## src/rpu_pkg.sv

```systemverilog
// package: register map, field layout and constants of the remote pulse unit
package rpu_pkg;
    localparam logic [15:0] RPU_OFS_CONFIG  = 16'h5340;
    localparam logic [15:0] RPU_OFS_CARRIER = 16'h5342;
    localparam logic [15:0] RPU_OFS_LENGTH  = 16'h5344;
    localparam logic [15:0] RPU_OFS_INT     = 16'h5346;
    localparam int          RPU_CGSEL_MSB   = 15;
    localparam int          RPU_CGSEL_LSB   = 12;
    localparam int          RPU_LCSEL_MSB   = 11;
    localparam int          RPU_LCSEL_LSB   = 8;
    localparam int          RPU_DIR_BIT     = 1;
    localparam int          RPU_EN_BIT      = 0;
    localparam int          RPU_CL_MSB      = 13;
    localparam int          RPU_CL_LSB      = 8;
    localparam int          RPU_CH_MSB      = 5;
    localparam int          RPU_CH_LSB      = 0;
    localparam int          RPU_LEN_MSB     = 15;
    localparam int          RPU_LEN_LSB     = 8;
    localparam int          RPU_DT_BIT      = 0;
    localparam int          RPU_FLAG_LSB    = 8;
    localparam int          RPU_IE_LSB      = 0;
    localparam logic [3:0]  RPU_SEL_RESVD   = 4'hF;
    localparam logic [3:0]  RPU_SEL_RESET   = 4'h0;
    localparam logic [5:0]  RPU_CARR_RESET  = 6'h00;
    localparam logic [7:0]  RPU_LEN_RESET   = 8'h00;
    localparam logic [7:0]  RPU_LEN_ZERO    = 8'h00;
    localparam logic [7:0]  RPU_LEN_ONE     = 8'h01;
    localparam logic [5:0]  RPU_CNT_ONE     = 6'h01;
    localparam int          RPU_DIV_W       = 14;
    localparam logic [13:0] RPU_DIV_ONE     = 14'h0001;
    localparam logic [2:0]  RPU_CAUSE_NONE  = 3'h0;
    localparam int          RPU_UF          = 0;
    localparam int          RPU_RE          = 1;
    localparam int          RPU_FE          = 2;
    localparam logic [15:0] RPU_RD_ZERO     = 16'h0000;
    typedef enum logic [1:0] {
        RPU_CARR_HIGH = 2'b01,
        RPU_CARR_LOW  = 2'b10
    } rpu_carr_state_t;
endpackage : rpu_pkg

```

## src/rpu_tick_if.sv

```systemverilog
// interface: divider selections and tick enables between top and divider
`timescale 1ns/1ps
interface rpu_tick_if;
    logic       run;
    logic [3:0] cg_sel;
    logic [3:0] lc_sel;
    logic       cg_tick;
    logic       lc_tick;
    modport ctrl (output run, output cg_sel, output lc_sel, input cg_tick, input lc_tick);
    modport div  (input run, input cg_sel, input lc_sel, output cg_tick, output lc_tick);
endinterface : rpu_tick_if

```

## src/rpu_divider.sv

```systemverilog
// power-of-two prescaler giving carrier and length-counter tick enables
`timescale 1ns/1ps
module rpu_divider
    import rpu_pkg::*;
(
    input  wire logic mclk_i,
    input  wire logic rst_n_i,
    rpu_tick_if.div   tk
);
    logic [RPU_DIV_W-1:0] prescale;

    // tick when the low code bits of the prescaler all reach one
    function automatic logic tick_of(input logic [3:0] sel, input logic [RPU_DIV_W-1:0] cnt);
        logic [RPU_DIV_W-1:0] mask;
        mask = (RPU_DIV_ONE << sel) - RPU_DIV_ONE;
        tick_of = (sel != RPU_SEL_RESVD) && ((cnt & mask) == mask);
    endfunction : tick_of

    always_ff @(posedge mclk_i or negedge rst_n_i) begin
        if (!rst_n_i) begin
            prescale <= '0;
        end else if (!tk.run) begin
            prescale <= '0;
        end else begin
            prescale <= prescale + RPU_DIV_ONE;
        end
    end

    assign tk.cg_tick = tk.run && tick_of(tk.cg_sel, prescale);
    assign tk.lc_tick = tk.run && tick_of(tk.lc_sel, prescale);

    AST_LC_DIV1: assert property (@(posedge mclk_i) disable iff (!rst_n_i)
        (tk.run && tk.lc_sel == RPU_SEL_RESET) |-> tk.lc_tick)
        else $error("length tick missing at divide by one");
    AST_CG_RESVD: assert property (@(posedge mclk_i) disable iff (!rst_n_i)
        (tk.cg_sel == RPU_SEL_RESVD) |-> !tk.cg_tick)
        else $error("carrier tick on reserved code");
endmodule : rpu_divider

```

## src/rpu_remote_pulse_unit.sv

```systemverilog
// top: remote pulse unit with register port, carrier, length counter, edge detect
// Operation
// - written length counts down per length tick
// - receive mode shows received level in data bit
// - underflow raised in both directions
// - three causes merged onto one request
// - underflow flag set on reaching zero
// - rise flag set on low-to-high input
// - fall flag set on high-to-low input
// - flag forwarded only when enabled, enables reset low
// - writing one clears a cause flag
// - four registers at 0x5340 to 0x5346
// - sixteen-bit registers, reserved bits read zero
// - carrier clock divide by two to code
// - length clock divide, same encoding
// - bit1 direction receive, bit0 enable
// - input change accepted after two equal samples
// - counter holds zero until reloaded
// - carrier high h+1, low l+1 ticks
// - transmit pin is data gated by carrier
//
// The address-and-strobe port was decided locally.
`timescale 1ns/1ps
module rpu_remote_pulse_unit
    import rpu_pkg::*;
(
    input  wire logic        mclk_i,
    input  wire logic        rst_n_i,
    input  wire logic [15:0] addr_i,
    input  wire logic [15:0] wdata_i,
    input  wire logic        wr_i,
    input  wire logic        rd_i,
    output logic      [15:0] rdata_o,
    input  wire logic        receive_input_pin_i,
    output logic             transmit_output_pin_o,
    output logic             irq_o
);
    logic [3:0]      carrier_clock_select;
    logic [3:0]      length_clock_select;
    logic            direction_select;
    logic            block_enable;
    logic [5:0]      carrier_high_length;
    logic [5:0]      carrier_low_length;
    logic [7:0]      pulse_length_count;
    logic            transfer_level_bit;
    logic [2:0]      cause_flag;
    logic [2:0]      cause_enable;
    logic [2:0]      pin_sync;
    logic            pin_seen;
    logic            samp_a;
    logic            samp_b;
    logic            rx_level;
    logic [5:0]      carr_cnt;
    rpu_carr_state_t carr_state;
    logic            carrier;
    logic            wr_cfg;
    logic            wr_car;
    logic            wr_len;
    logic            wr_int;
    logic            rx_mode;
    logic            rise_ev;
    logic            fall_ev;
    logic            uf_ev;
    logic [2:0]      set_ev;
    logic [2:0]      clr_ev;
    logic [15:0]     next_rdata;
    logic            cg_tick;
    logic            lc_tick;

    rpu_tick_if tk ();
    assign tk.run    = block_enable;
    assign tk.cg_sel = carrier_clock_select;
    assign tk.lc_sel = length_clock_select;
    assign cg_tick   = tk.cg_tick;
    assign lc_tick   = tk.lc_tick;

    rpu_divider u_div (
        .mclk_i  (mclk_i),
        .rst_n_i (rst_n_i),
        .tk      (tk)
    );

    // register decode
    assign wr_cfg  = wr_i && (addr_i == RPU_OFS_CONFIG);
    assign wr_car  = wr_i && (addr_i == RPU_OFS_CARRIER);
    assign wr_len  = wr_i && (addr_i == RPU_OFS_LENGTH);
    assign wr_int  = wr_i && (addr_i == RPU_OFS_INT);
    assign rx_mode = block_enable && direction_select;

    always_ff @(posedge mclk_i or negedge rst_n_i) begin
        if (!rst_n_i) begin
            carrier_clock_select <= RPU_SEL_RESET;
            length_clock_select  <= RPU_SEL_RESET;
            direction_select     <= 1'b0;
            block_enable         <= 1'b0;
        end else if (wr_cfg) begin
            carrier_clock_select <= wdata_i[RPU_CGSEL_MSB:RPU_CGSEL_LSB];
            length_clock_select  <= wdata_i[RPU_LCSEL_MSB:RPU_LCSEL_LSB];
            direction_select     <= wdata_i[RPU_DIR_BIT];
            block_enable         <= wdata_i[RPU_EN_BIT];
        end
    end

    always_ff @(posedge mclk_i or negedge rst_n_i) begin
        if (!rst_n_i) begin
            carrier_high_length <= RPU_CARR_RESET;
            carrier_low_length  <= RPU_CARR_RESET;
        end else if (wr_car) begin
            carrier_high_length <= wdata_i[RPU_CH_MSB:RPU_CH_LSB];
            carrier_low_length  <= wdata_i[RPU_CL_MSB:RPU_CL_LSB];
        end
    end

    // length counter: load on write, count down on tick, hold at zero
    assign uf_ev = block_enable && lc_tick && !wr_len && (pulse_length_count == RPU_LEN_ONE);

    always_ff @(posedge mclk_i or negedge rst_n_i) begin
        if (!rst_n_i) begin
            pulse_length_count <= RPU_LEN_RESET;
        end else if (wr_len) begin
            pulse_length_count <= wdata_i[RPU_LEN_MSB:RPU_LEN_LSB];
        end else if (block_enable && lc_tick && pulse_length_count != RPU_LEN_ZERO) begin
            pulse_length_count <= pulse_length_count - RPU_LEN_ONE;
        end
    end

    // data bit: software value in transmit, received level in receive
    always_ff @(posedge mclk_i or negedge rst_n_i) begin
        if (!rst_n_i) begin
            transfer_level_bit <= 1'b0;
        end else if (rx_mode) begin
            transfer_level_bit <= rx_level;
        end else if (wr_len) begin
            transfer_level_bit <= wdata_i[RPU_DT_BIT];
        end
    end

    // pin synchroniser
    always_ff @(posedge mclk_i or negedge rst_n_i) begin
        if (!rst_n_i) begin
            pin_sync <= 3'h0;
        end else begin
            pin_sync <= {pin_sync[1:0], receive_input_pin_i};
        end
    end

    always_ff @(posedge mclk_i or negedge rst_n_i) begin
        if (!rst_n_i) begin
            pin_seen <= 1'b0;
        end else if (pin_sync[2] == pin_sync[1]) begin
            pin_seen <= pin_sync[2];
        end
    end

    // carrier-rate sampling; level accepted after two equal samples
    always_ff @(posedge mclk_i or negedge rst_n_i) begin
        if (!rst_n_i) begin
            samp_a <= 1'b0;
            samp_b <= 1'b0;
        end else if (rx_mode && cg_tick) begin
            samp_a <= pin_seen;
            samp_b <= samp_a;
        end
    end

    assign rise_ev = rx_mode && (samp_a == samp_b) && samp_a && !rx_level;
    assign fall_ev = rx_mode && (samp_a == samp_b) && !samp_a && rx_level;

    always_ff @(posedge mclk_i or negedge rst_n_i) begin
        if (!rst_n_i) begin
            rx_level <= 1'b0;
        end else if (!rx_mode) begin
            rx_level <= 1'b0;
        end else if (rise_ev || fall_ev) begin
            rx_level <= samp_a;
        end
    end

    // carrier generator
    always_ff @(posedge mclk_i or negedge rst_n_i) begin
        if (!rst_n_i) begin
            carr_state <= RPU_CARR_HIGH;
            carr_cnt   <= RPU_CARR_RESET;
        end else if (!block_enable) begin
            carr_state <= RPU_CARR_HIGH;
            carr_cnt   <= RPU_CARR_RESET;
        end else if (cg_tick) begin
            case (carr_state)
                RPU_CARR_HIGH: begin
                    if (carr_cnt >= carrier_high_length) begin
                        carr_state <= RPU_CARR_LOW;
                        carr_cnt   <= RPU_CARR_RESET;
                    end else begin
                        carr_cnt <= carr_cnt + RPU_CNT_ONE;
                    end
                end
                RPU_CARR_LOW: begin
                    if (carr_cnt >= carrier_low_length) begin
                        carr_state <= RPU_CARR_HIGH;
                        carr_cnt   <= RPU_CARR_RESET;
                    end else begin
                        carr_cnt <= carr_cnt + RPU_CNT_ONE;
                    end
                end
                default: begin
                    carr_state <= RPU_CARR_HIGH;
                    carr_cnt   <= RPU_CARR_RESET;
                end
            endcase
        end
    end

    assign carrier = (carr_state == RPU_CARR_HIGH);

    always_ff @(posedge mclk_i or negedge rst_n_i) begin
        if (!rst_n_i) begin
            transmit_output_pin_o <= 1'b0;
        end else begin
            transmit_output_pin_o <= block_enable && !direction_select && transfer_level_bit && carrier;
        end
    end

    // cause flags: set wins over write-one clear
    assign set_ev = {fall_ev, rise_ev, uf_ev};
    assign clr_ev = wr_int ? wdata_i[RPU_FLAG_LSB +: 3] : RPU_CAUSE_NONE;

    always_ff @(posedge mclk_i or negedge rst_n_i) begin
        if (!rst_n_i) begin
            cause_flag <= RPU_CAUSE_NONE;
        end else begin
            cause_flag <= set_ev | (cause_flag & ~clr_ev);
        end
    end

    always_ff @(posedge mclk_i or negedge rst_n_i) begin
        if (!rst_n_i) begin
            cause_enable <= RPU_CAUSE_NONE;
        end else if (wr_int) begin
            cause_enable <= wdata_i[RPU_IE_LSB +: 3];
        end
    end

    always_ff @(posedge mclk_i or negedge rst_n_i) begin
        if (!rst_n_i) begin
            irq_o <= 1'b0;
        end else begin
            irq_o <= |(cause_flag & cause_enable);
        end
    end

    // read mux, reserved bits zero
    always_comb begin
        next_rdata = RPU_RD_ZERO;
        case (addr_i)
            RPU_OFS_CONFIG: begin
                next_rdata[RPU_CGSEL_MSB:RPU_CGSEL_LSB] = carrier_clock_select;
                next_rdata[RPU_LCSEL_MSB:RPU_LCSEL_LSB] = length_clock_select;
                next_rdata[RPU_DIR_BIT]                 = direction_select;
                next_rdata[RPU_EN_BIT]                  = block_enable;
            end
            RPU_OFS_CARRIER: begin
                next_rdata[RPU_CL_MSB:RPU_CL_LSB] = carrier_low_length;
                next_rdata[RPU_CH_MSB:RPU_CH_LSB] = carrier_high_length;
            end
            RPU_OFS_LENGTH: begin
                next_rdata[RPU_LEN_MSB:RPU_LEN_LSB] = pulse_length_count;
                next_rdata[RPU_DT_BIT]              = transfer_level_bit;
            end
            RPU_OFS_INT: begin
                next_rdata[RPU_FLAG_LSB +: 3] = cause_flag;
                next_rdata[RPU_IE_LSB +: 3]   = cause_enable;
            end
            default: begin
                next_rdata = RPU_RD_ZERO;
            end
        endcase
    end

    always_ff @(posedge mclk_i or negedge rst_n_i) begin
        if (!rst_n_i) begin
            rdata_o <= RPU_RD_ZERO;
        end else if (rd_i) begin
            rdata_o <= next_rdata;
        end else begin
            rdata_o <= RPU_RD_ZERO;
        end
    end

    AST_COUNT_DOWN: assert property (@(posedge mclk_i) disable iff (!rst_n_i)
        (block_enable && lc_tick && !wr_len && pulse_length_count != RPU_LEN_ZERO)
        |=> pulse_length_count == $past(pulse_length_count) - RPU_LEN_ONE)
        else $error("length counter did not step down");
    AST_HOLD_ZERO: assert property (@(posedge mclk_i) disable iff (!rst_n_i)
        (pulse_length_count == RPU_LEN_ZERO && !wr_len) |=> pulse_length_count == RPU_LEN_ZERO)
        else $error("length counter left zero without load");
    AST_UF_SET: assert property (@(posedge mclk_i) disable iff (!rst_n_i)
        uf_ev |=> cause_flag[RPU_UF] && pulse_length_count == RPU_LEN_ZERO)
        else $error("underflow flag not set at zero");
    AST_RX_LEVEL: assert property (@(posedge mclk_i) disable iff (!rst_n_i)
        (rx_mode && $past(rx_mode)) |-> transfer_level_bit == $past(rx_level))
        else $error("data bit does not follow received level");
    AST_RISE: assert property (@(posedge mclk_i) disable iff (!rst_n_i)
        rise_ev |=> cause_flag[RPU_RE] && rx_level)
        else $error("rise flag not set");
    AST_FALL: assert property (@(posedge mclk_i) disable iff (!rst_n_i)
        fall_ev |=> cause_flag[RPU_FE] && !rx_level)
        else $error("fall flag not set");
    AST_CLEAR: assert property (@(posedge mclk_i) disable iff (!rst_n_i)
        (wr_int && wdata_i[RPU_FLAG_LSB + RPU_UF] && !uf_ev) |=> !cause_flag[RPU_UF])
        else $error("underflow flag not cleared by write one");
    AST_IRQ: assert property (@(posedge mclk_i) disable iff (!rst_n_i)
        irq_o == $past(|(cause_flag & cause_enable)))
        else $error("request does not match flags and enables");
    AST_TX_PIN: assert property (@(posedge mclk_i) disable iff (!rst_n_i)
        transmit_output_pin_o |-> $past(transfer_level_bit && !direction_select && carrier))
        else $error("transmit pin high without data and carrier");
    AST_LEN_LOAD: assert property (@(posedge mclk_i) disable iff (!rst_n_i)
        wr_len |=> pulse_length_count == $past(wdata_i[RPU_LEN_MSB:RPU_LEN_LSB]))
        else $error("length counter not loaded by write");
    AST_UF_ONLY: assert property (@(posedge mclk_i) disable iff (!rst_n_i)
        $rose(cause_flag[RPU_UF]) |-> $past(uf_ev))
        else $error("underflow flag set without reaching zero");
    AST_CLEAR_RISE: assert property (@(posedge mclk_i) disable iff (!rst_n_i)
        (wr_int && wdata_i[RPU_FLAG_LSB + RPU_RE] && !rise_ev) |=> !cause_flag[RPU_RE])
        else $error("rise flag not cleared by write one");
    AST_CLEAR_FALL: assert property (@(posedge mclk_i) disable iff (!rst_n_i)
        (wr_int && wdata_i[RPU_FLAG_LSB + RPU_FE] && !fall_ev) |=> !cause_flag[RPU_FE])
        else $error("fall flag not cleared by write one");
    AST_TX_FOLLOW: assert property (@(posedge mclk_i) disable iff (!rst_n_i)
        (block_enable && !direction_select && transfer_level_bit && carrier) |=> transmit_output_pin_o)
        else $error("transmit pin low with data and carrier high");
    AST_TX_QUIET: assert property (@(posedge mclk_i) disable iff (!rst_n_i)
        (!block_enable || direction_select) |=> !transmit_output_pin_o)
        else $error("transmit pin active while halted or receiving");
    AST_CARR_TO_LOW: assert property (@(posedge mclk_i) disable iff (!rst_n_i)
        (block_enable && cg_tick && carr_state == RPU_CARR_HIGH && carr_cnt >= carrier_high_length)
        |=> carr_state == RPU_CARR_LOW)
        else $error("carrier high phase too long");
    AST_RDATA_IDLE: assert property (@(posedge mclk_i) disable iff (!rst_n_i)
        !rd_i |=> rdata_o == RPU_RD_ZERO)
        else $error("read data not zero outside read cycle");
endmodule : rpu_remote_pulse_unit

```

## config.mk

```make
export PLATFORM = sky130hd
export DESIGN_NAME = rpu_remote_pulse_unit
export DESIGN_NICKNAME = d
export VERILOG_FILES = /design/src/rpu_pkg.sv /design/src/rpu_tick_if.sv /design/src/rpu_divider.sv /design/src/rpu_remote_pulse_unit.sv
export SDC_FILE = /design/constraint.sdc
export NUM_CORES = 1
export LEC_CHECK = 0
export BUFFER_PORTS_ARGS = -buffer_cell sky130_fd_sc_hd__clkbuf_2
export CAP_MARGIN = 5
export CELL_PAD_IN_SITES_DETAIL_PLACEMENT = 0
export CELL_PAD_IN_SITES_GLOBAL_PLACEMENT = 1
export CORE_ASPECT_RATIO = 1.75
export CORE_MARGIN = 2
export CORE_UTILIZATION = 41
export DETAILED_ROUTE_END_ITERATION = 12
export PLACE_DENSITY_LB_ADDON = 0.25
export SETUP_SLACK_MARGIN = 0.3
export SKIP_LAST_GASP = 1
export SLEW_MARGIN = 20
export SYNTH_ARGS = -nofsm -noshare
export SYNTH_HDL_FRONTEND = slang
export SYNTH_SLANG_ARGS = --single-unit
```

## constraint.sdc

```tcl
create_clock -name mclk_i -period 3.01 [get_ports mclk_i]
set_input_delay 0.301 -clock mclk_i [delete_from_list [all_inputs] [get_ports mclk_i]]
set_output_delay 0.301 -clock mclk_i [all_outputs]
set_load 0.03 [all_outputs]
```

; Word-level counts from Yosys, hierarchy flattened
; Cells that the tools add are included.
; W data, S select, Z words.
[totals]
regBits = 84
input_bits = 37
out_inout_bits = 18
elab_cells = 111
[classes]
addsub = 5
n_lt_le_gt_ge = 2
n_eq_ne = 17
shift = 2
mux = 26
n_bitwise = 6
reduce_logical = 32
[op_table]
columns = op, count
row1 = $eq A16 B15 Y1 const B, 4
row2 = $and A14 B14 Y14, 2
row3 = $eq A14 B14 Y1, 2
row4 = $shl A1 B4 Y14 const A, 2
row5 = $sub A14 B1 Y14 const B, 2
row6 = $mux W6, 4
row7 = $logic_and A1 B1 Y1, 22
row8 = $mux W16, 1
row9 = $mux W8, 2
row10 = $add A14 B1 Y14 const B, 1
row11 = $mux W14, 1
row12 = $ge A6 B6 Y1, 2
row13 = $pmux W3 S4, 1
row14 = $pmux W6 S2, 1
row15 = $pmux W3 S3, 1
row16 = $eq A8 B1 Y1 const B, 1
row17 = $mux W2, 4
row18 = $ne A4 B4 Y1 const B, 2
row19 = $pmux W2 S2, 2
row20 = $reduce_bool A8 Y1, 1
row21 = $sub A8 B1 Y8 const B, 1
row22 = $add A6 B1 Y6 const B, 1
row23 = $and A3 B3 Y3, 2
row24 = $mux W3, 2
row25 = 17 further kinds, 26

; Longest topological paths before layout
; Gate-level depths: netlist of the first run.
[depth]
depth_word = 10
mapped_depth = 12
mapped_depth_nobuf = 9

; Cells and area by module
; From an unflattened synthesis of the first run, not the netlist that was laid out.
[unflattened]
hier_cells = 461
hier_area_um2 = 4828.4
[modules_own_cells]
columns = mod, n_inst, cells_each, area_each_um2, seq_area_each_um2
row1 = rpu_remote_pulse_unit, 1, 294, 3425.8, 1702.9
row2 = rpu_divider, 1, 167, 1402.6, 350.3

; Least setup slack after synthesis of the first run
; No wires, ideal clock.
[synth_timing]
path_type = reg2reg
start = register length_clock_select[2]
end = register pulse_length_count[5]
setup_ps = 141
t_arrival_ps = 2648
t_required_ps = 2869
setup_slack_ps = 220
stages_incl_launch_ff = 10
path_buffers = 2
period_less_slack_ps = 2790
cell_sequence = dfrtp_1 > or4_4 > ha_1 > clkbuf_1 > nor3b_1 > o41ai_2 > nand4_2 > buf_6 > o41ai_1 > a31oi_1
[synth_via]
elab_chain_len = 9
word_cells_on_any_way = 10
classes_between = add/sub (1) / eq/ne (2) / shift (1) / bitwise (1) / reduce/logical (5)
[synth_lines]
columns = item, line_no
row1 = start: declaration, rpu_remote_pulse_unit.sv:39  ; logic [3:0] length_clock_select;
row2 = start signal: assignment, rpu_remote_pulse_unit.sv:98  ; length_clock_select <= wdata_i[RPU_LCSEL_MSB:RPU_LCSEL_LSB];
row3 = $shl A1 B4 Y14, rpu_divider.sv:15  ; mask = (RPU_DIV_ONE << sel) - RPU_DIV_ONE;
row4 = $sub A14 B1 Y14, rpu_divider.sv:15
row5 = $and A14 B14 Y14, rpu_divider.sv:16  ; tick_of = (sel != RPU_SEL_RESVD) && ((cnt & mask) == mask);
row6 = $eq A14 B14 Y1, rpu_divider.sv:16
row7 = $logic_and A1 B1 Y1 *, rpu_divider.sv:16
row8 = $logic_and A1 B1 Y1 *, rpu_divider.sv:30  ; assign tk.lc_tick = tk.run && tick_of(tk.lc_sel, prescale);
row9 = $logic_and A1 B1 Y1 * (2 in series), rpu_remote_pulse_unit.sv:122  ; end else if (block_enable && lc_tick && pulse_length_count != RPU_LEN_ZERO) begin
row10 = $reduce_bool A2 Y1 (no line) *, -
row11 = end signal: assignment, rpu_remote_pulse_unit.sv:121  ; pulse_length_count <= wdata_i[RPU_LEN_MSB:RPU_LEN_LSB];
row12 = end signal: assignment, rpu_remote_pulse_unit.sv:123  ; pulse_length_count <= pulse_length_count - RPU_LEN_ONE;
row13 = end: declaration, rpu_remote_pulse_unit.sv:44  ; logic [7:0] pulse_length_count;
; Every way passes the cells marked *; elsewhere a longest branch is shown, timed or not.
; A chain may end at the register's enable or synchronous reset.

; Worst setup path in the final report of the first run
[layout_timing]
start = register length_clock_select[3]
end = register pulse_length_count[2]
; The elaborated chain is that of the path after synthesis.

==> impl_metrics.ini, run 1 <==
[status]
status = finished with violations
violations = negative hold slack

[critical_path]
crit_chain = or4_4, ha_4, o21a_1, o221ai_1, and4bb_4, nand4_4, buf_6, or3_4, a31oi_1
rr_endpoint = pulse_length_count[2]
cp.arrival_ns = 2.98
crit_required_ns = 3.27
crit_path_max_fanout = 6
slowest_stage = or4_4
cp-startpoint = length_clock_select[3]
worst_setup_path_start_kind = flop
critPathKind = reg2reg
r2r-start = length_clock_select[3]
ff2ff_path_depth = 9
rrSetupSlack_ns = 0.29
end_kind = flop
cpPeakStageDelay_ns = 0.56

[placement]
port_buffers = 50
place_congestion = 0.841
dp_cells = 660
hpwlAfterDp_um = 9690
pre_cts_slack_ns = 0.0783

[drt]
dr.pass1.iters = 5
viasPerCell = 5.93
routed_wl_um = 13200
remaining_drc_errors = 0
dr_total_vias = 4054
wire_per_inst_um = 19.3
ant_nets = 0
drt_iter0_drc = 264

[floorplan]
start_util_pct = 41.8
num_rows = 52
io_pins = 55
dieArea_um2 = 12600
die_x_um = 85.7
coreArea_um2 = 11500
die_h_um = 147

[synthesis]
synth-compound-area-share_pct = 13.5
ys_seq_area_share_pct = 42.9
synthArstFlopShare_pct = 100
synth_top_cells_by_area = dfrtp_1 (42%), mux2_2 (5.4%), ha_1 (5.2%), nor2_1 (3.7%), o21ai_0 (2.9%)
avgSynthCellArea_um2 = 9.83
yosysWarnings = 0
synth_top_area_cell = dfrtp_1
synthTopCellsByCount = dfrtp_1 (81), nor2_1 (47), nand2_1 (29)
synth-simple-area-share_pct = 22.1
syn_area_um2 = 4790
synth-xor-area-share_pct = 2.38
synth_top_family_by_area = simple AND/OR/NAND/NOR gates
synth.distinct_cells = 76
ys_ff_latch = 82
synth-main-ff-cell = dfrtp_1
synth_most_common_cell = dfrtp_1
synth_top_area_share_pct = 42.3
synth_edf_count = 0
synth_mux_area_share_pct = 8.76
yosys.area_share.adder_pct = 5.44
synth_cells = 487

[timing]
skew_ns = 0.00603
relSlewSlack_pct = 45.5
fin_tns_setup_ns = 0
period_minus_slack_ns = 2.72
timing_hold_violations_final = 4
hold-worst-slack_ns = -0.0165
rsz0062_at_grt = yes
worst_pin_slew_ns = 0.817
finalMaxSlewViolations = 0
max_freq_mhz = 368
setup_ws_ns = 0.289
post-route-period-util_pct = 90.4
finalSetupViolCount = 0

[layout]
finalNonFillerCells = 684
nets = 601
drive_gt1_share_pct = 26.0
multi_input_area_um2 = 2590
seqCellArea_um2 = 2050
nFillCells = 1119
syn_to_final_growth_pct = 19.3
n_antenna_cell = 0

[hold_path]
holdCritPathClass = in2async

[cts]
cts_root_buf = clkbuf_16
tritoncts = done
clockBufferDepth = 2
cts_buffers = 9
clock-sinks = 82
htreeDepth = 3
insertion_delay_ns = 0.34
cts.reportedPaths.clkPinSlew_ns = 0.07

[pwr]
power.internal_mw = 2.07
power.share.combinational_pct = 8.8
leakage_nw = 2.61
ir_worst_vdd_uv = 451
p_switching_uw = 720
p_clk_share_pct = 46.7
swShare_pct = 25.8
p_seq_share_pct = 44.5
powerDensity_nw_per_um2 = 488

[flow_run]
maxCapViolations = 0

[global_route]
grt_first_pass_wirelength_um = 21400
grt_pass1_vias = 4144
antenna_found_initial = 0
grtUsageTotal_pct = 22.0
grt-ovfl-total = 0
grt_max_degree = 83
[kinds of logic after synthesis]
group / Yosys count
AND/OR/NAND/NOR: 187
XOR/XNOR: 13
adder cells (fa/ha/maj): 21
other: 1
multiplexers: 34
buffers and inverters: 55
flip-flops: 82
AO/OA/AOI/OAI: 94
[timing repair]
action                     in CTS  in global routing
gates resized for setup         5                 10
pin swaps                       4                  9
buffers inserted                3                  5
setup endpoints to repair      11                 16
hold buffers                    0                  0
[worst max path at each step]
stage               cells past startpoint               endpoint  slack [ns]
floorplan                              11                 samp_a        0.31
global placement                        8  pulse_length_count[5]        0.16
detailed placement                      8  pulse_length_count[5]        0.08
CTS                                     9  pulse_length_count[5]        0.30
global route                            9  pulse_length_count[5]        0.20
finish                                  9  pulse_length_count[2]        0.29
[critical path, delay by kind of cell, from the launching register on]
kind,cells,cell delay [ns]
DFF,1,0.38
buffers and inverters,1,0.18
and+or+nand+nor,4,1.45
adders and majority gates,1,0.28
AOI/OAI and AO/OA,3,0.35
[final cells by class]
| class | instances | area share (%) |
|---|---|---|
| multi-input combinational | 351 | 45.4 |
| timing repair buffer | 75 | 7.86 |
| inverter | 25 | 1.71 |
| sequential | 82 | 35.9 |
| clock inverter | 7 | 2.19 |
| clock buffer | 9 | 3.94 |
| tap | 135 | 2.96 |
[state kept, by name (all words and copies together), names as in the netlist, 2 cells and up]
name                  cells
rdata_o                  14
length_clock_select       4
pin_sync                  3
pulse_length_count        8
cause_flag                3
carr_state                2
carrier_high_length       6
carrier_clock_select      4
cause_enable              3
carrier_low_length        6
carr_cnt                  6
u_div.prescale           14
[per-layer routing]
metal	share of wire (%)	track usage, %	up-vias
met5	0	0	-
met4	4.7	11.1	0
met3	4.0	3.09	40
met2	53	39.3	134
met1	38	24.9	1991
li1	-	-	1889
[per-stage QoR]
stage	area [um2]	utilization, %	total power [mW]	hold slack (ns)
2_1_floorplan	4820	-	1.37	0.00541
3_3_place_gp	5230	45.6	1.48	0.341
3_5_place_dp	5230	45.6	1.49	0.341
4_1_cts	5620	49.1	2.80	0.0554
5_1_grt	5710	49.9	2.89	0.0490
6_report	5710	49.9	2.79	-0.0165
[placed cells by master, fill, tap and decap left out, types with 6 or more instances in the layout]
cell,count
clkbuf_16,9
nor3b_1,6
buf_4,22
nor2b_1,10
and3_1,18
xor2_1,7
a31oi_1,12
nor3_1,10
mux2i_1,7
inv_1,24
clkbuf_2,49
o21ai_0,28
ha_1,18
nor2_1,45
mux2_2,23
nand3_1,15
a21oi_1,12
xnor2_1,6
nand2_1,28
dfrtp_1,81
[power by group through the flow]
stage	registers, mW	logic [mW]	clock network [mW]
6_report	1.24	0.244	1.30
5_1_grt	1.24	0.273	1.38
4_1_cts	1.24	0.241	1.32
3_5_place_dp	1.26	0.232	0
3_3_place_gp	1.26	0.223	0
2_1_floorplan	1.19	0.180	0
No activity file was read; power rests on OpenSTA's default activity.
==> run 2: changes to the inputs <==
--- a/config.mk
+++ b/config.mk
@@ -5,7 +5,7 @@
 export SDC_FILE = /design/constraint.sdc
 export NUM_CORES = 1
 export LEC_CHECK = 0
-export BUFFER_PORTS_ARGS = -buffer_cell sky130_fd_sc_hd__clkbuf_2
+export BUFFER_PORTS_ARGS = -buffer_cell sky130_fd_sc_hd__buf_2
 export CAP_MARGIN = 5
 export CELL_PAD_IN_SITES_DETAIL_PLACEMENT = 0
 export CELL_PAD_IN_SITES_GLOBAL_PLACEMENT = 1
==> run 2 against run 1 <==
  * The flow still finishes with violations (negative hold slack)
  * Register-to-register slack worse by 0.06 ns
  * Sequential share of layout area decreased by 0.40 points
  * Non-clock buffer count grew 10
  * Combinational power hardly changed
  * Cell area is 1.1% higher
  * Clock skew hardly changed
  * Fmax decreased by 2.3%
  * Hold slack got worse by 0.0070 ns
  * Global-route usage down 0.73 points
  * Setup slack worse by 0.063 ns
  * Die area stayed put
  * Flip-flop and latch count is the same
==> impl_metrics.ini, run 2 (synthesized netlist as in run 1, its figures left out) <==
[placement]
hpwlAfterDp_um = 9490
dp_cells = 661
place_congestion = 0.837
port_buffers = 50

[cts]
tritoncts = done
hold_buffers = 0
clock-sinks = 82
htreeDepth = 3
clockBufferDepth = 2
cts_root_buf = clkbuf_16
cts_buffers = 9
insertion_delay_ns = 0.34
cts.reportedPaths.clkPinSlew_ns = 0.07

[global_route]
antenna_found_initial = 0
grt_max_degree = 83
grt_pass1_vias = 3989
grt_first_pass_wirelength_um = 20600
grt-ovfl-total = 0
grtUsageTotal_pct = 21.2

[critical_path]
rrSetupSlack_ns = 0.23
cp.arrival_ns = 3.01
end_kind = flop
r2r-start = length_clock_select[3]
crit_path_max_fanout = 7
critPathKind = reg2reg
crit_required_ns = 3.24
rr_endpoint = pulse_length_count[1]
worst_setup_path_start_kind = flop
ff2ff_path_depth = 12

[drt]
met2_length_um = 7290
dr.pass1.iters = 6
routed_wl_um = 13200
drt_iter0_drc = 351
viasPerCell = 5.86
dr_total_vias = 4066
wire_per_inst_um = 19.0
wl_met3_um = 452
ant_nets = 0
maxUsedRoutingLayer = met4
remaining_drc_errors = 0
drt-met1-wl_um = 4940

[timing]
timing_hold_violations_final = 5
max_freq_mhz = 359
relSlewSlack_pct = 46.8
period_minus_slack_ns = 2.78
hold-worst-slack_ns = -0.0235
worst_pin_slew_ns = 0.798
skew_ns = 0.00623
finalSetupViolCount = 0
post-route-period-util_pct = 92.5
fin_tns_setup_ns = 0
finalMaxSlewViolations = 0
rsz0062_at_grt = yes

[floorplan]
dieArea_um2 = 12600
die_h_um = 147
die_x_um = 85.7
io_pins = 55
num_rows = 52
start_util_pct = 41.8
coreArea_um2 = 11500

[pwr]
powerDensity_nw_per_um2 = 467
ir_worst_vdd_uv = 437
leakage_nw = 2.70

[layout]
reg_top3 = rdata_o (14), u_div.prescale (14), pulse_length_count (8)
syn_to_final_growth_pct = 20.6
nets = 611
n_antenna_cell = 0
finalNonFillerCells = 694
mostFrequentLayoutCells = dfrtp_1 (81), buf_2 (49), nor2_1 (46), buf_4 (30), nand2_1 (29)
nFillCells = 1026
drive_gt1_share_pct = 27.4
final_common_cell = dfrtp_1

[hold_path]
holdCritPathClass = in2async

[status]
violations = negative hold slack
status = finished with violations

[flow_run]
maxCapViolations = 0
==> run 2: changes by cell type in the layout (fill, tap and decap cells not counted), moves of 2 or more <==
cell,delta
o21ai_1,+2
buf_6,+3
buf_2,+48
buf_4,+8
and4_1,-2
o21ai_0,-2
clkbuf_2,-49
==> run 2: routing by layer <==
metal / track usage [%] / vias to the layer above
met5: 0 / -
met4: 10.0 / 0
met3: 2.53 / 32
met2: 38.3 / 125
met1: 24.5 / 2002
li1: - / 1907
==> run 2: stage by stage <==
step / utilization [%] / area [um2] / worst slack, ns / hold WS [ns] / power, mW
floorplan: - / 4820 / 0.308 / 0.00541 / 1.37
global placement: 45.7 / 5230 / 0.186 / 0.343 / 1.48
detailed placement: 45.7 / 5230 / 0.0928 / 0.341 / 1.49
CTS: 48.9 / 5600 / 0.278 / 0.0562 / 2.70
global route: 50.4 / 5780 / 0.0899 / 0.0531 / 2.79
finish: 50.4 / 5780 / 0.226 / -0.0235 / 2.70
==> run 2: how the worst max path moves through the flow <==
| stage | cells after the start | endpoint | start | slack (ns) |
|---|---|---|---|---|
| global placement | 8 | pulse_length_count[5] | length_clock_select[3] | 0.19 |
| global route | 12 | pulse_length_count[4] | length_clock_select[0] | 0.09 |
| CTS | 9 | pulse_length_count[5] | length_clock_select[3] | 0.28 |
| detailed placement | 8 | pulse_length_count[5] | length_clock_select[3] | 0.09 |
| finish | 12 | pulse_length_count[1] | length_clock_select[3] | 0.23 |
| floorplan | 11 | samp_a | carrier_clock_select[1] | 0.31 |
==> run 2: cell type report <==
cell class	count	area [um2]	area share [%]
tap	135	169	2.92
multi-input combinational	351	2590	44.9
clock inverter	7	101	1.75
timing repair buffer	85	538	9.32
clock buffer	9	225	3.90
sequential	82	2050	35.6
inverter	25	93.8	1.62
==> run 2: power breakdown <==
group	total, mW	switching (mW)	internal [mW]
Sequential	1.24	0.0975	1.14
Clock	1.21	0.477	0.734
Combinational	0.246	0.134	0.112
==> run 2: critical path, cell delays in order, from the launching register on <==
cell	delay, ns
dfrtp_1	0.39
or4_4	0.58
ha_4	0.20
buf_4	0.15
buf_6	0.13
buf_4	0.13
nor3b_2	0.19
a22oi_1	0.12
and4bb_4	0.26
nand4_4	0.10
buf_6	0.13
o21ai_0	0.09
a22o_1	0.19
==> run 2: timing repair <==
action | CTS | global route
setup buffers | 2 | 15
pin swaps | 1 | 17
resized for setup | 4 | 21
endpoints found under the setup margin | 11 | 15
==> run 3: changes to the inputs <==
--- a/config.mk
+++ b/config.mk
@@ -13,6 +13,7 @@
 export CORE_MARGIN = 2
 export CORE_UTILIZATION = 41
 export DETAILED_ROUTE_END_ITERATION = 12
+export MAX_ROUTING_LAYER = met4
 export PLACE_DENSITY_LB_ADDON = 0.25
 export SETUP_SLACK_MARGIN = 0.3
 export SKIP_LAST_GASP = 1
==> run 3 against run 2 <==
  * The flow still finishes with violations (negative hold slack)
  * Hold slack gained 0.0062 ns
  * Die area unchanged
  * Combinational power about the same
  * Routed wire length is 0.61% higher
  * Largest power group unchanged
  * Highest routed layer unchanged
==> impl_metrics.ini, run 3 (synthesized netlist as in run 1, its figures left out) <==
[critical_path]
crit_family = simple AND/OR/NAND/NOR gates
rr_endpoint = pulse_length_count[1]
crit_path_max_fanout = 7
end_kind = flop
critPathKind = reg2reg
worstPathBufferInverterCount = 4
slowest_stage = or4_4
worst_setup_path_start_kind = flop
r2r-start = length_clock_select[3]
ff2ff_path_depth = 12
cpPeakStageDelay_ns = 0.57
cp.arrival_ns = 3.00
rrSetupSlack_ns = 0.24
crit_chain = or4_4, ha_4, buf_4, buf_6, buf_4, nor3b_2, a22oi_1, and4bb_4, nand4_4, buf_6, o21ai_0, a22o_1
crit_required_ns = 3.24

[timing]
skew_ns = 0.00589
timing_hold_violations_final = 4
relSlewSlack_pct = 44.2
hold-worst-slack_ns = -0.0174
worst_pin_slew_ns = 0.835
finalMaxSlewViolations = 0
fin_tns_setup_ns = 0
period_minus_slack_ns = 2.77
setup_ws_ns = 0.240
finalSetupViolCount = 0
post-route-period-util_pct = 92.0
rsz0062_at_grt = yes
max_freq_mhz = 361

[placement]
pre_cts_slack_ns = 0.0928
place_congestion = 0.850
placed_area_um2 = 5230
hpwlAfterDp_um = 9490
dp_cells = 661
port_buffers = 50

[layout]
n_antenna_cell = 0
syn_to_final_growth_pct = 20.6
final_common_cell = dfrtp_1
finalInstanceArea_um2 = 5780
reg_top3 = rdata_o (14), u_div.prescale (14), pulse_length_count (8)
mostFrequentLayoutCells = dfrtp_1 (81), buf_2 (49), nor2_1 (46), buf_4 (30), nand2_1 (29)
nets = 611
final_util_pct = 50.4
drive_gt1_share_pct = 27.4
finalNonFillerCells = 694

[cts]
cts_buffers = 9
tritoncts = done
htreeDepth = 3
cts.reportedPaths.clkPinSlew_ns = 0.07
clock-sinks = 82
hold_buffers = 0
insertion_delay_ns = 0.34
cts_root_buf = clkbuf_16
clockBufferDepth = 2

[global_route]
grt_max_degree = 83
grt_pass1_vias = 3988
antenna_found_initial = 0
grt-ovfl-total = 0
grtUsageTotal_pct = 21.9
grt_first_pass_wirelength_um = 20600

[floorplan]
start_util_pct = 41.8
dieArea_um2 = 12600
num_rows = 52
io_pins = 55
coreArea_um2 = 11500
die_x_um = 85.7
die_h_um = 147

[drt]
dr_total_vias = 4056
dr.pass1.iters = 5
routed_wl_um = 13300
remaining_drc_errors = 0
ant_nets = 0
wire_per_inst_um = 19.1
viasPerCell = 5.84
drt_iter0_drc = 343

[pwr]
power.total_mw = 2.70
ir_worst_vdd_uv = 439
powerDensity_nw_per_um2 = 467
leakage_nw = 2.70

[hold_path]
holdCritPathClass = in2async

[status]
status = finished with violations
violations = negative hold slack

[flow_run]
maxCapViolations = 0
[run 3: cell counts in the layout (fill, tap and decap cells not counted)]
No cell type changed its count.
[run 3: cell type report]
cell class                      count  area [um2]
Clock buffer                        9         225
Clock inverter                      7         101
Fill cell                        1026        5680
Inverter                           25        93.8
Multi-Input combinational cell    351        2590
Sequential cell                    82        2050
Tap cell                          135         169
Timing Repair Buffer               85         538
[run 3: worst max path at each step]
stage	start	end	depth (start not counted)	slack [ns]
floorplan	carrier_clock_select[1]	samp_a	11	0.31
global placement	length_clock_select[3]	pulse_length_count[5]	8	0.19
detailed placement	length_clock_select[3]	pulse_length_count[5]	8	0.09
CTS	length_clock_select[3]	pulse_length_count[5]	9	0.28
global route	length_clock_select[0]	pulse_length_count[4]	12	0.08
finish	length_clock_select[3]	pulse_length_count[1]	12	0.24
[run 3: where the power goes]
part / total (mW) / internal [mW] / switching [mW]
Combinational: 0.247 / 0.112 / 0.134
Sequential: 1.24 / 1.14 / 0.0984
Clock: 1.21 / 0.734 / 0.478
Total: 2.70 / 1.99 / 0.711
[run 3: metal layers]
layer	track usage, %	routed length (um)	vias up
li1	-	-	1907
met1	24.4	5100	1999
met2	38.4	7230	118
met3	3.03	465	32
met4	9.52	466	0
met5	-	0	-
[run 3: timing repair]
action                                  CTS  global route
setup buffers                             2            15
pin swaps                                 1            17
resized for setup                         4            21
endpoints found under the setup margin   11            15
